===== src/logic/axc_consts.vh =====
// offsets, field positions, reset values and timing for the axis aux block
`ifndef AXC_CONSTS_VH
`define AXC_CONSTS_VH

`define AXC_ADDR_W       8
`define AXC_DATA_W       32

`define AXC_REG_CMD      8'h00
`define AXC_REG_DATA     8'h04
`define AXC_REG_CFG      8'h08
`define AXC_REG_FILT     8'h0C
`define AXC_REG_STATUS   8'h10
`define AXC_REG_LATCH    8'h14
`define AXC_REG_CMP      8'h18
`define AXC_REG_INT_STAT 8'h1C
`define AXC_REG_INT_EN   8'h20
`define AXC_REG_INT_CLR  8'h24
`define AXC_REG_CTRL     8'h28

`define AXC_Q_DEPTH      10
`define AXC_Q_W          41
`define AXC_CMD_SYNC     8

`define AXC_CFG_INV_PLUS   0
`define AXC_CFG_INV_MINUS  1
`define AXC_CFG_INV_ALARM  2
`define AXC_CFG_ALARM_EN   3
`define AXC_CFG_SSRC_LO    4
`define AXC_CFG_SIDX_LO    6
`define AXC_CFG_SF_STOP    9
`define AXC_CFG_SF_LATCH   10
`define AXC_CFG_SF_CHANGE  11
`define AXC_CFG_YSRC_LO    12
`define AXC_CFG_YIDX_LO    14
`define AXC_CFG_OSRC_LO    17
`define AXC_CFG_OIDX_LO    19
`define AXC_CFG_RST        32'h00000008
`define AXC_CFG_MASK       32'h003FFFFF

`define AXC_SRC_NONE     2'h0
`define AXC_SRC_SENSOR   2'h1
`define AXC_SRC_GPIN     2'h2
`define AXC_SRC_STATUS   2'h3
`define AXC_YSRC_SENSOR  2'h0
`define AXC_YSRC_GPIN    2'h1
`define AXC_YSRC_STATUS  2'h2
`define AXC_YSRC_PAUSE   2'h3
`define AXC_OSRC_CMP     2'h0
`define AXC_OSRC_STATUS  2'h1
`define AXC_OSRC_COUNTER 2'h2

`define AXC_INT_DONE     0
`define AXC_INT_QEMPTY   1
`define AXC_INT_QFULL    2
`define AXC_INT_CMP      3
`define AXC_INT_W        4

`define AXC_FILT_RST     4'h0
`define AXC_CLK_NS       4
`define AXC_TICK_NS      1000
`define AXC_TICK_CYC     ((`AXC_TICK_NS + `AXC_CLK_NS - 1) / `AXC_CLK_NS)

`define AXC_IN_W         16
`define AXC_IN_FMASK     16'h0FFF
`define AXC_IN_RST       16'h1003

`endif


===== src/logic/axc_filter.v =====
// two-stage synchroniser and time-constant filter for the axis input pins
`timescale 1ns/10ps
module axc_filter #(
  parameter       W     = 16,
  parameter [W-1:0] FMASK = {W{1'b1}},
  parameter [W-1:0] RST_V = {W{1'b0}}
) (
  input  wire         sys_clk_i,
  input  wire         reset_i,
  input  wire         tick_i,
  input  wire [3:0]   tc_i,
  input  wire [W-1:0] raw_i,
  output reg  [W-1:0] filt_o
);
  reg [W-1:0]   meta_q;
  reg [W-1:0]   sync_q;
  reg [4*W-1:0] cnt_q;
  integer       i;

  always @(posedge sys_clk_i)
  begin
    if (reset_i)
    begin
      meta_q <= RST_V;
      sync_q <= RST_V;
      cnt_q  <= {(4*W){1'b0}};
      filt_o <= RST_V;
    end
    else
    begin
      meta_q <= raw_i;
      sync_q <= meta_q;
      for (i = 0; i < W; i = i + 1)
      begin
        // masked-off bits and tc 0 pass the synchronised level through
        if (!FMASK[i] || tc_i == 4'h0)
        begin
          filt_o[i]      <= sync_q[i];
          cnt_q[4*i +: 4] <= 4'h0;
        end
        else if (sync_q[i] == filt_o[i])
          cnt_q[4*i +: 4] <= 4'h0;
        else if (tick_i)
        begin
          if (cnt_q[4*i +: 4] >= tc_i - 4'h1)
          begin
            filt_o[i]      <= sync_q[i];
            cnt_q[4*i +: 4] <= 4'h0;
          end
          else
            cnt_q[4*i +: 4] <= cnt_q[4*i +: 4] + 4'h1;
        end
      end
    end
  end
endmodule // axc_filter


===== src/logic/axc_top.v =====
// one axis of auxiliary motion control logic with an APB register slave
//
// Notes on behaviour
// RULE_01: this axis drives its own level interrupt output irq_o.
// RULE_02: drive done, queue drained, queue full and compare match raise irq.
// RULE_03: a ten-entry queue holds pending commands with their data.
// RULE_04: on drive completion the next queued command starts in stored order.
// RULE_05: software queues only general drive commands; others go direct. Here every write to the CMD register is queued, or dropped if the queue is full.
// RULE_06: plus limit, minus limit and alarm inputs have selectable inversion.
// RULE_07: limit, alarm, done, origin, proximity, index, phase inputs filtered.
// RULE_08: sensor event may stop, latch the counter, or trigger drive change.
// RULE_09: sensor event source: sensor input, general input, or axis status.
// RULE_10: general output shows compare result, axis status or counter output.
// RULE_11: sync start waits on sensor, general input, status or pause release.
// RULE_12: status, setting and latched counter read live at any time.
// RULE_13: after reset limits and emergency stop read active when left open.
// RULE_14: after reset sensor 0 feeds axis 3, sensor 1 feeds axis 4.
// RULE_15: in manual mode sensor-input based sensor functions are ignored.
// RULE_16: a command written to a full queue is dropped and flagged.
`timescale 1ns/10ps
`include "axc_consts.vh"
module axc_top #(
  parameter AXIS_ID  = 0,
  parameter TICK_CYC = `AXC_TICK_CYC,
  parameter DEPTH    = `AXC_Q_DEPTH
) (
  input  wire        sys_clk_i,
  input  wire        reset_i,
  input  wire        psel_i,
  input  wire        penable_i,
  input  wire        pwrite_i,
  input  wire [7:0]  paddr_i,
  input  wire [31:0] pwdata_i,
  output reg  [31:0] prdata_o,
  output reg         pready_o,
  output reg         pslverr_o,
  input  wire        plus_limit_input_i,
  input  wire        minus_limit_input_i,
  input  wire        positioning_done_input_i,
  input  wire        origin_input_i,
  input  wire        origin_proximity_input_i,
  input  wire        encoder_index_input_i,
  input  wire [1:0]  encoder_phase_inputs_i,
  input  wire [3:0]  general_input_line_i,
  input  wire        emergency_stop_input_i,
  input  wire [1:0]  multipurpose_sensor_input_i,
  input  wire        manual_mode_i,
  input  wire [7:0]  axis_status_i,
  input  wire [31:0] position_count_i,
  input  wire        counter_out_i,
  input  wire        drive_done_i,
  output reg         irq_o,
  output reg         drive_start_o,
  output reg  [7:0]  drive_cmd_o,
  output reg  [31:0] drive_data_o,
  output reg         drive_stop_o,
  output reg         drive_change_o,
  output reg         drive_inhibit_o,
  output reg         general_output_line_o,
  output reg         axis_busy_o
);
  localparam [1:0] AXIS_SEL = AXIS_ID[1:0];
  localparam [3:0] DEPTH_C  = DEPTH[3:0];
  localparam [31:0] CFG_RST =
    (AXIS_ID == 2) ? (`AXC_CFG_RST | 32'h00000010) :
    (AXIS_ID == 3) ? (`AXC_CFG_RST | 32'h00000050) : `AXC_CFG_RST;

  function [3:0] q_inc;
    input [3:0] p;
    begin
      q_inc = (p == DEPTH_C - 4'h1) ? 4'h0 : p + 4'h1;
    end
  endfunction

  // picks one of the four level sources by a two-bit selector
  function src_pick;
    input [1:0] sel;
    input       a;
    input       b;
    input       c;
    input       d;
    begin
      case (sel)
        2'h0:    src_pick = a;
        2'h1:    src_pick = b;
        2'h2:    src_pick = c;
        default: src_pick = d;
      endcase
    end
  endfunction

  reg  [`AXC_Q_W-1:0] q_mem [0:DEPTH-1];
  reg  [3:0]          q_head_q;
  reg  [3:0]          q_tail_q;
  reg  [3:0]          q_cnt_q;
  reg  [31:0]         data_q;
  reg  [31:0]         cfg_q;
  reg  [3:0]          filt_tc_q;
  reg  [31:0]         latch_q;
  reg  [31:0]         cmp_q;
  reg  [`AXC_INT_W-1:0] int_stat_q;
  reg  [`AXC_INT_W-1:0] int_en_q;
  reg                 pause_q;
  reg                 busy_q;
  reg                 cmp_hit_q;
  reg                 sens_lvl_q;
  reg                 sync_lvl_q;
  reg  [8:0]          tick_cnt_q;
  reg                 tick_q;
  reg  [31:0]         rd_d;
  reg                 map_d;
  wire [15:0]         in_f;
  wire [`AXC_Q_W-1:0] q_top = q_mem[q_head_q];

  axc_filter #(
    .W     (`AXC_IN_W),
    .FMASK (`AXC_IN_FMASK),
    .RST_V (`AXC_IN_RST)
  ) u_filter (
    .sys_clk_i (sys_clk_i),
    .reset_i   (reset_i),
    .tick_i    (tick_q),
    .tc_i      (filt_tc_q),
    .raw_i     ({manual_mode_i, multipurpose_sensor_input_i,
                 emergency_stop_input_i, general_input_line_i,
                 encoder_phase_inputs_i, encoder_index_input_i,
                 origin_proximity_input_i, origin_input_i,
                 positioning_done_input_i, minus_limit_input_i,
                 plus_limit_input_i}),
    .filt_o    (in_f)
  ); // see RULE_07

  wire [3:0] gp_in   = in_f[11:8];
  wire [1:0] sens_in = in_f[14:13];
  wire       manual  = in_f[15];
  // pin high means open contact; inversion selects normally-open wiring
  wire plus_act  = in_f[0] ^ cfg_q[`AXC_CFG_INV_PLUS];  // see RULE_06
  wire minus_act = in_f[1] ^ cfg_q[`AXC_CFG_INV_MINUS]; // see RULE_06
  wire alarm_act = gp_in[AXIS_SEL] ^ cfg_q[`AXC_CFG_INV_ALARM]; // see RULE_06
  wire estop_act = in_f[12]; // see RULE_13

  wire [1:0] s_src = cfg_q[`AXC_CFG_SSRC_LO +: 2];
  wire [2:0] s_idx = cfg_q[`AXC_CFG_SIDX_LO +: 3];
  wire [1:0] y_src = cfg_q[`AXC_CFG_YSRC_LO +: 2];
  wire [2:0] y_idx = cfg_q[`AXC_CFG_YIDX_LO +: 3];
  wire [1:0] o_src = cfg_q[`AXC_CFG_OSRC_LO +: 2];
  wire [2:0] o_idx = cfg_q[`AXC_CFG_OIDX_LO +: 3];

  // sensor-input source is dead in manual mode
  wire sens_lvl = src_pick(s_src, 1'b0, sens_in[s_idx[0]] & ~manual,
                           gp_in[s_idx[1:0]], axis_status_i[s_idx]);
                           // see RULE_09 // see RULE_15
  wire sens_ev  = sens_lvl & ~sens_lvl_q;
  wire sync_lvl = src_pick(y_src, sens_in[y_idx[0]], gp_in[y_idx[1:0]],
                           axis_status_i[y_idx], ~pause_q); // see RULE_11
  wire sync_ev  = sync_lvl & ~sync_lvl_q;

  wire apb_acc  = psel_i & penable_i;
  wire apb_fire = apb_acc & pready_o;
  wire apb_wr   = apb_fire & pwrite_i;
  wire q_full   = (q_cnt_q == DEPTH_C);
  wire push_req = apb_wr & (paddr_i == `AXC_REG_CMD);
  wire push     = push_req & ~q_full;
  wire q_reject = push_req & q_full; // see RULE_16
  wire q_wait   = (q_cnt_q != 4'h0) & q_top[40];
  wire pop      = ~busy_q & (q_cnt_q != 4'h0) &
                  (~q_top[40] | sync_ev); // see RULE_04 // see RULE_11
  wire cmp_hit  = (position_count_i == cmp_q);
  wire [`AXC_INT_W-1:0] int_ev = {cmp_hit & ~cmp_hit_q, q_reject,
                                  pop & (q_cnt_q == 4'h1),
                                  drive_done_i & busy_q}; // see RULE_02
  wire [31:0] status = {10'h000, cmp_hit, drive_inhibit_o, q_cnt_q,
                        q_full, q_wait, busy_q, manual, sens_in,
                        in_f[7:2], estop_act, alarm_act, minus_act,
                        plus_act};

  always @*
  begin
    rd_d  = 32'h00000000;
    map_d = 1'b1;
    case (paddr_i)
      `AXC_REG_CMD:      rd_d = {27'h0000000, q_full, q_cnt_q};
      `AXC_REG_DATA:     rd_d = data_q;
      `AXC_REG_CFG:      rd_d = cfg_q;
      `AXC_REG_FILT:     rd_d = {28'h0000000, filt_tc_q};
      `AXC_REG_STATUS:   rd_d = status; // see RULE_12
      `AXC_REG_LATCH:    rd_d = latch_q;
      `AXC_REG_CMP:      rd_d = cmp_q;
      `AXC_REG_INT_STAT: rd_d = {28'h0000000, int_stat_q};
      `AXC_REG_INT_EN:   rd_d = {28'h0000000, int_en_q};
      `AXC_REG_INT_CLR:  rd_d = 32'h00000000;
      `AXC_REG_CTRL:     rd_d = {31'h00000000, pause_q};
      default:           map_d = 1'b0;
    endcase
  end

  // one wait state: pready rises in the second access cycle
  always @(posedge sys_clk_i)
  begin
    if (reset_i)
    begin
      pready_o  <= 1'b0;
      pslverr_o <= 1'b0;
      prdata_o  <= 32'h00000000;
    end
    else if (apb_acc & ~pready_o)
    begin
      pready_o  <= 1'b1;
      pslverr_o <= ~map_d;
      prdata_o  <= pwrite_i ? 32'h00000000 : rd_d;
    end
    else
    begin
      pready_o  <= 1'b0;
      pslverr_o <= 1'b0;
    end
  end

  always @(posedge sys_clk_i)
  begin
    if (reset_i)
    begin
      data_q    <= 32'h00000000;
      cfg_q     <= CFG_RST; // see RULE_14
      filt_tc_q <= `AXC_FILT_RST;
      cmp_q     <= 32'h00000000;
      int_en_q  <= {`AXC_INT_W{1'b0}};
      pause_q   <= 1'b0;
    end
    else if (apb_wr)
    begin
      case (paddr_i)
        `AXC_REG_DATA:   data_q    <= pwdata_i;
        `AXC_REG_CFG:    cfg_q     <= pwdata_i & `AXC_CFG_MASK;
        `AXC_REG_FILT:   filt_tc_q <= pwdata_i[3:0];
        `AXC_REG_CMP:    cmp_q     <= pwdata_i;
        `AXC_REG_INT_EN: int_en_q  <= pwdata_i[`AXC_INT_W-1:0];
        `AXC_REG_CTRL:   pause_q   <= pwdata_i[0];
        default:         data_q    <= data_q;
      endcase
    end
  end

  // queue entry: sync flag, command code, data word
  always @(posedge sys_clk_i)
  begin
    if (push)
      q_mem[q_tail_q] <= {pwdata_i[`AXC_CMD_SYNC], pwdata_i[7:0], data_q};
  end

  always @(posedge sys_clk_i)
  begin
    if (reset_i)
    begin
      q_head_q <= 4'h0;
      q_tail_q <= 4'h0;
      q_cnt_q  <= 4'h0;
      busy_q   <= 1'b0;
    end
    else
    begin
      if (push)
        q_tail_q <= q_inc(q_tail_q); // see RULE_03
      if (pop)
        q_head_q <= q_inc(q_head_q); // see RULE_04
      if (push & ~pop)
        q_cnt_q <= q_cnt_q + 4'h1;
      else if (pop & ~push)
        q_cnt_q <= q_cnt_q - 4'h1;
      if (pop)
        busy_q <= 1'b1;
      else if (drive_done_i)
        busy_q <= 1'b0;
    end
  end

  always @(posedge sys_clk_i)
  begin
    if (reset_i)
    begin
      int_stat_q            <= {`AXC_INT_W{1'b0}};
      irq_o                 <= 1'b0;
      sens_lvl_q            <= 1'b0;
      sync_lvl_q            <= 1'b0;
      cmp_hit_q             <= 1'b0;
      latch_q               <= 32'h00000000;
      drive_start_o         <= 1'b0;
      drive_cmd_o           <= 8'h00;
      drive_data_o          <= 32'h00000000;
      drive_stop_o          <= 1'b0;
      drive_change_o        <= 1'b0;
      drive_inhibit_o       <= 1'b1;
      general_output_line_o <= 1'b0;
      axis_busy_o           <= 1'b0;
    end
    else
    begin
      // set wins over a clear in the same cycle
      int_stat_q <= (int_stat_q &
                     ~((apb_wr & (paddr_i == `AXC_REG_INT_CLR)) ?
                       pwdata_i[`AXC_INT_W-1:0] : {`AXC_INT_W{1'b0}}))
                    | int_ev; // see RULE_02
      irq_o      <= |(int_stat_q & int_en_q); // see RULE_01
      sens_lvl_q <= sens_lvl;
      sync_lvl_q <= sync_lvl;
      cmp_hit_q  <= cmp_hit;
      if (sens_ev & cfg_q[`AXC_CFG_SF_LATCH])
        latch_q <= position_count_i; // see RULE_08
      drive_stop_o   <= sens_ev & cfg_q[`AXC_CFG_SF_STOP]; // see RULE_08
      drive_change_o <= sens_ev & cfg_q[`AXC_CFG_SF_CHANGE]; // see RULE_08
      drive_start_o  <= pop;
      if (pop)
      begin
        drive_cmd_o  <= q_top[39:32];
        drive_data_o <= q_top[31:0];
      end
      drive_inhibit_o <= plus_act | minus_act | estop_act |
                         (alarm_act & cfg_q[`AXC_CFG_ALARM_EN]); // see RULE_13
      general_output_line_o <= src_pick(o_src, cmp_hit, axis_status_i[o_idx],
                                        counter_out_i, 1'b0); // see RULE_10
      axis_busy_o <= busy_q;
    end
  end

  // filter time base
  always @(posedge sys_clk_i)
  begin
    if (reset_i)
    begin
      tick_cnt_q <= 9'h000;
      tick_q     <= 1'b0;
    end
    else if (tick_cnt_q == TICK_CYC[8:0] - 9'h001)
    begin
      tick_cnt_q <= 9'h000;
      tick_q     <= 1'b1;
    end
    else
    begin
      tick_cnt_q <= tick_cnt_q + 9'h001;
      tick_q     <= 1'b0;
    end
  end
endmodule // axc_top

===== config.mk =====
export PLATFORM = sky130hd
export DESIGN_NAME = axc_top
export DESIGN_NICKNAME = d
export VERILOG_FILES = /design/src/logic/axc_filter.v /design/src/logic/axc_top.v
export VERILOG_INCLUDE_DIRS = /design/src /design/src/logic
export SDC_FILE = /design/constraint.sdc
export NUM_CORES = 1
export LEC_CHECK = 0
export ABC_AREA = 1
export ABC_CLOCK_PERIOD_IN_PS = 5000
export BUFFER_PORTS_ARGS = -buffer_cell sky130_fd_sc_hd__buf_4
export CAP_MARGIN = 20
export CORE_MARGIN = 5
export CORE_UTILIZATION = 23
export CTS_BUF_LIST = sky130_fd_sc_hd__clkbuf_16
export DETAILED_ROUTE_END_ITERATION = 10
export PLACE_DENSITY_LB_ADDON = 0.3
export SETUP_SLACK_MARGIN = 0.05
export SYNTH_ARGS = -nofsm -noshare
export SYNTH_HDL_FRONTEND = slang
export SYNTH_HIERARCHICAL = 1
export SYNTH_SLANG_ARGS = --single-unit

===== constraint.sdc =====
create_clock -name sys_clk_i -period 5 [get_ports sys_clk_i]
set_clock_uncertainty 0.1 [all_clocks]
set_input_delay 0 -clock sys_clk_i [delete_from_list [all_inputs] [get_ports sys_clk_i]]
set_output_delay 0 -clock sys_clk_i [all_outputs]
set_load 0.01 [all_outputs]

==> results.cfg <==
[outcome]
outcome = completed

[grt]
gr-total-overflow = 0
grt_usage_pct = 13.6
antenna_found_initial = 12
grt_pass1_wl_um = 153000
grt_max_degree = 87
grt_pass1_vias = 23700

[setup_path]
required_ns = 5.21
r2r_start = cfg_q[14]
reg2regPathDepth = 14
crit_arrival_ns = 4.37
reg2reg_slack_ns = 0.88
r2r_end = q_cnt_q[2]
critPathKind = input pin to flip-flop
start_kind = input pin
worst-path-max-fanout = 26
cp-end-kind = flip-flop

[synth]
syn_area_um2 = 32200
synth_seq_area_share_pct = 59.2
yosys_warnings = 6
syn-num-nets = 3680
ys_seq_elements = 748
syn-mean-instance-area_um2 = 9.15
ys_types = 45
synthCells = 3520

[placement]
dp_cells = 5436
place.gp.congestion = 0.841
dp_hpwl_um = 67400
portBuffers = 183
pre_cts_slack_ns = 1.78

[sta]
setup_viol = 0
drv_slew = 0
tightestPinTransition_ns = 0.992
hold_viol_final = 0
period_needed_ns = 4.16
fmax_mhz = 240
slew_headroom_pct = 33.6
holdWs_ns = 0.0247
setup_tns_ns = 0
worst_slack_ns = 0.841
fin_crit_sh_pct = 83.2
grt_setup_unrepaired = false

[floorplanning]
dieWidth_um = 384
start_util_pct = 23.1
core_area_um2 = 139000
die-area_um2 = 148000
die_y_um = 384
ioPinCount = 184
num_rows = 137

[route]
avgRoutedWirePerCell_um = 18.0
vias_per_cell = 4.36
drt_iter0_drc = 2073
firstDrtPassIters = 6
drc = 0
num_vias = 25000
drt-total-wl_um = 103000
antenna_left = 0

[worst_hold_path]
holdPathEnd = prdata_o[20]
holdCritStartpoint = paddr_i[7]
hp-class = input pin to flip-flop
hold_path_depth = 8

[power_and_ir_drop]
pwr_density_cell_nw_per_um2 = 382
finalPower_mw = 15.0
leakagePower_nw = 15.0
irDropWorstVdd_uv = 275

[clock_tree]
clock-root-buffer = clkbuf_16
htree_num_levels = 3
cts_tree = built
path_clk_slew_ns = 0.06
cts_inserted_buffers = 85
clock_sinks = 748
cts_buffer_depth = 3
postCtsSetupBuffers = 0
clkLatencyLatePin_ns = 0.64

[cells_and_area]
final_common_cell = nand2_1
final_cell_count_no_fill = 5726
area_delta_synth_final_pct = 21.8
final_cell_mix = 635 x nand2_1, 608 x nor2_1, 410 x edfxtp_1
nNetsFinal = 3943
layout-drive-gt1-share_pct = 11.3

[job]
maxCapViolations = 0
## flip-flops by register name, indices dropped and copies added, names as in the netlist, 8 cells and up, named ones only
name and count:
drive_cmd_o 8, prdata_o 32, data_q 32, u_filter/meta_q 16
cfg_q 22, tick_cnt_q 9, u_filter/filt_o 16, cmp_q 32
q_mem 410, drive_data_o 32, u_filter/sync_q 16, u_filter/cnt_q 48
latch_q 32
## routing by layer
| metal | vias to the layer above | GRT usage [%] | wire length [µm] |
|---|---|---|---|
| li1 | 12300 | - | - |
| met1 | 11800 | 19.6 | 49300 |
| met3 | 128 | 2.77 | 7080 |
| met4 | 0 | 3.10 | 2070 |
| met2 | 743 | 20.8 | 44400 |
| met5 | - | 0 | 0 |
## worst max-delay path: stages
cell	delay (ns)
dlygate4sd3_1	0.54
buf_4	0.14
nor2_4	0.08
dlygate4sd3_1	0.59
nand3_2	0.23
dlygate4sd3_1	0.73
nor2_4	0.25
nand3_2	0.14
inv_1	0.15
nand3b_1	0.26
nor2_4	0.82
buf_4	0.42
## through the flow
step / area [µm²] / utilization, %
final: 39200 / 28.2
after detailed placement: 35300 / 25.3
after floorplan: 32200 / -
after global routing: 39200 / 28.2
after CTS: 39200 / 28.1
after global placement: 35300 / 25.3
## Yosys cell counts (all sizes together)
cell type	instances	area share, %
nor3b	3	0.070
o31ai	2	0.047
o2111ai	1	0.027
xor2	28	0.76
nor2	629	7.5
o211ai	46	1.1
or2	21	0.41
nand3	244	4.1
a32o	1	0.031
inv	279	3.3
buf	95	2.1
clkbuf	81	0.94
mux2	1	0.035
dfxtp	338	21
a2111oi	1	0.027
nand2	647	7.7
o22ai	5	0.097
nor3	9	0.21
ha	57	2.2
nand4	25	0.49
xnor2	11	0.30
a41oi	1	0.027
o21ai	361	5.6
o221ai	10	0.27
edfxtp	410	38
a21oi	207	3.3
and3	2	0.039
nand3b	5	0.13
## cells by family after synthesis
kind of cell | synth area share, %
buffers and inverters | 6.26
AOI/OAI and AO/OA | 10.5
DFF | 59.2
muxes | 0.0350
and+or+nand+nor | 20.7
adders and majority gates | 2.21
xor gates and xnor gates | 1.06
## where the power goes
group | switching [mW] | internal (mW) | total, mW
Clock | 2.55 | 3.25 | 5.80
Combinational | 1.57 | 0.794 | 2.37
Sequential | 0.183 | 6.63 | 6.81
## what timing repair did
item,in CTS,in global routing
hold endpoints to repair,289,0
hold buffers,135,0
gates resized for setup,0,0
## cell type report
class | instances | area [µm²]
Sequential cell | 748 | 19100
Clock buffer | 87 | 2180
Timing Repair Buffer | 352 | 3000
Multi-Input combinational cell | 2317 | 11200
Fill cell | 14700 | 100000
Inverter | 279 | 1050
Clock inverter | 65 | 374
Tap cell | 1876 | 2350
Antenna cell | 2 | 5.00
## how the worst max path moves through the flow
| stage | start | endpoint | slack [ns] | cells past startpoint |
|---|---|---|---|---|
| global placement | flip-flop | q_cnt_q[3] | 1.78 | 12 |
| detailed placement | flip-flop | q_cnt_q[2] | 1.78 | 12 |
| CTS | paddr_i[6] | q_mem[1][6] | 0.81 | 12 |
| global route | cfg_q[14] | q_cnt_q[2] | 0.46 | 14 |
| finish | paddr_i[6] | q_mem[4][28] | 0.84 | 12 |
| floorplan | pready_o | q_mem[1][0] | 1.48 | 6 |
(Power assumes the default switching activity.)
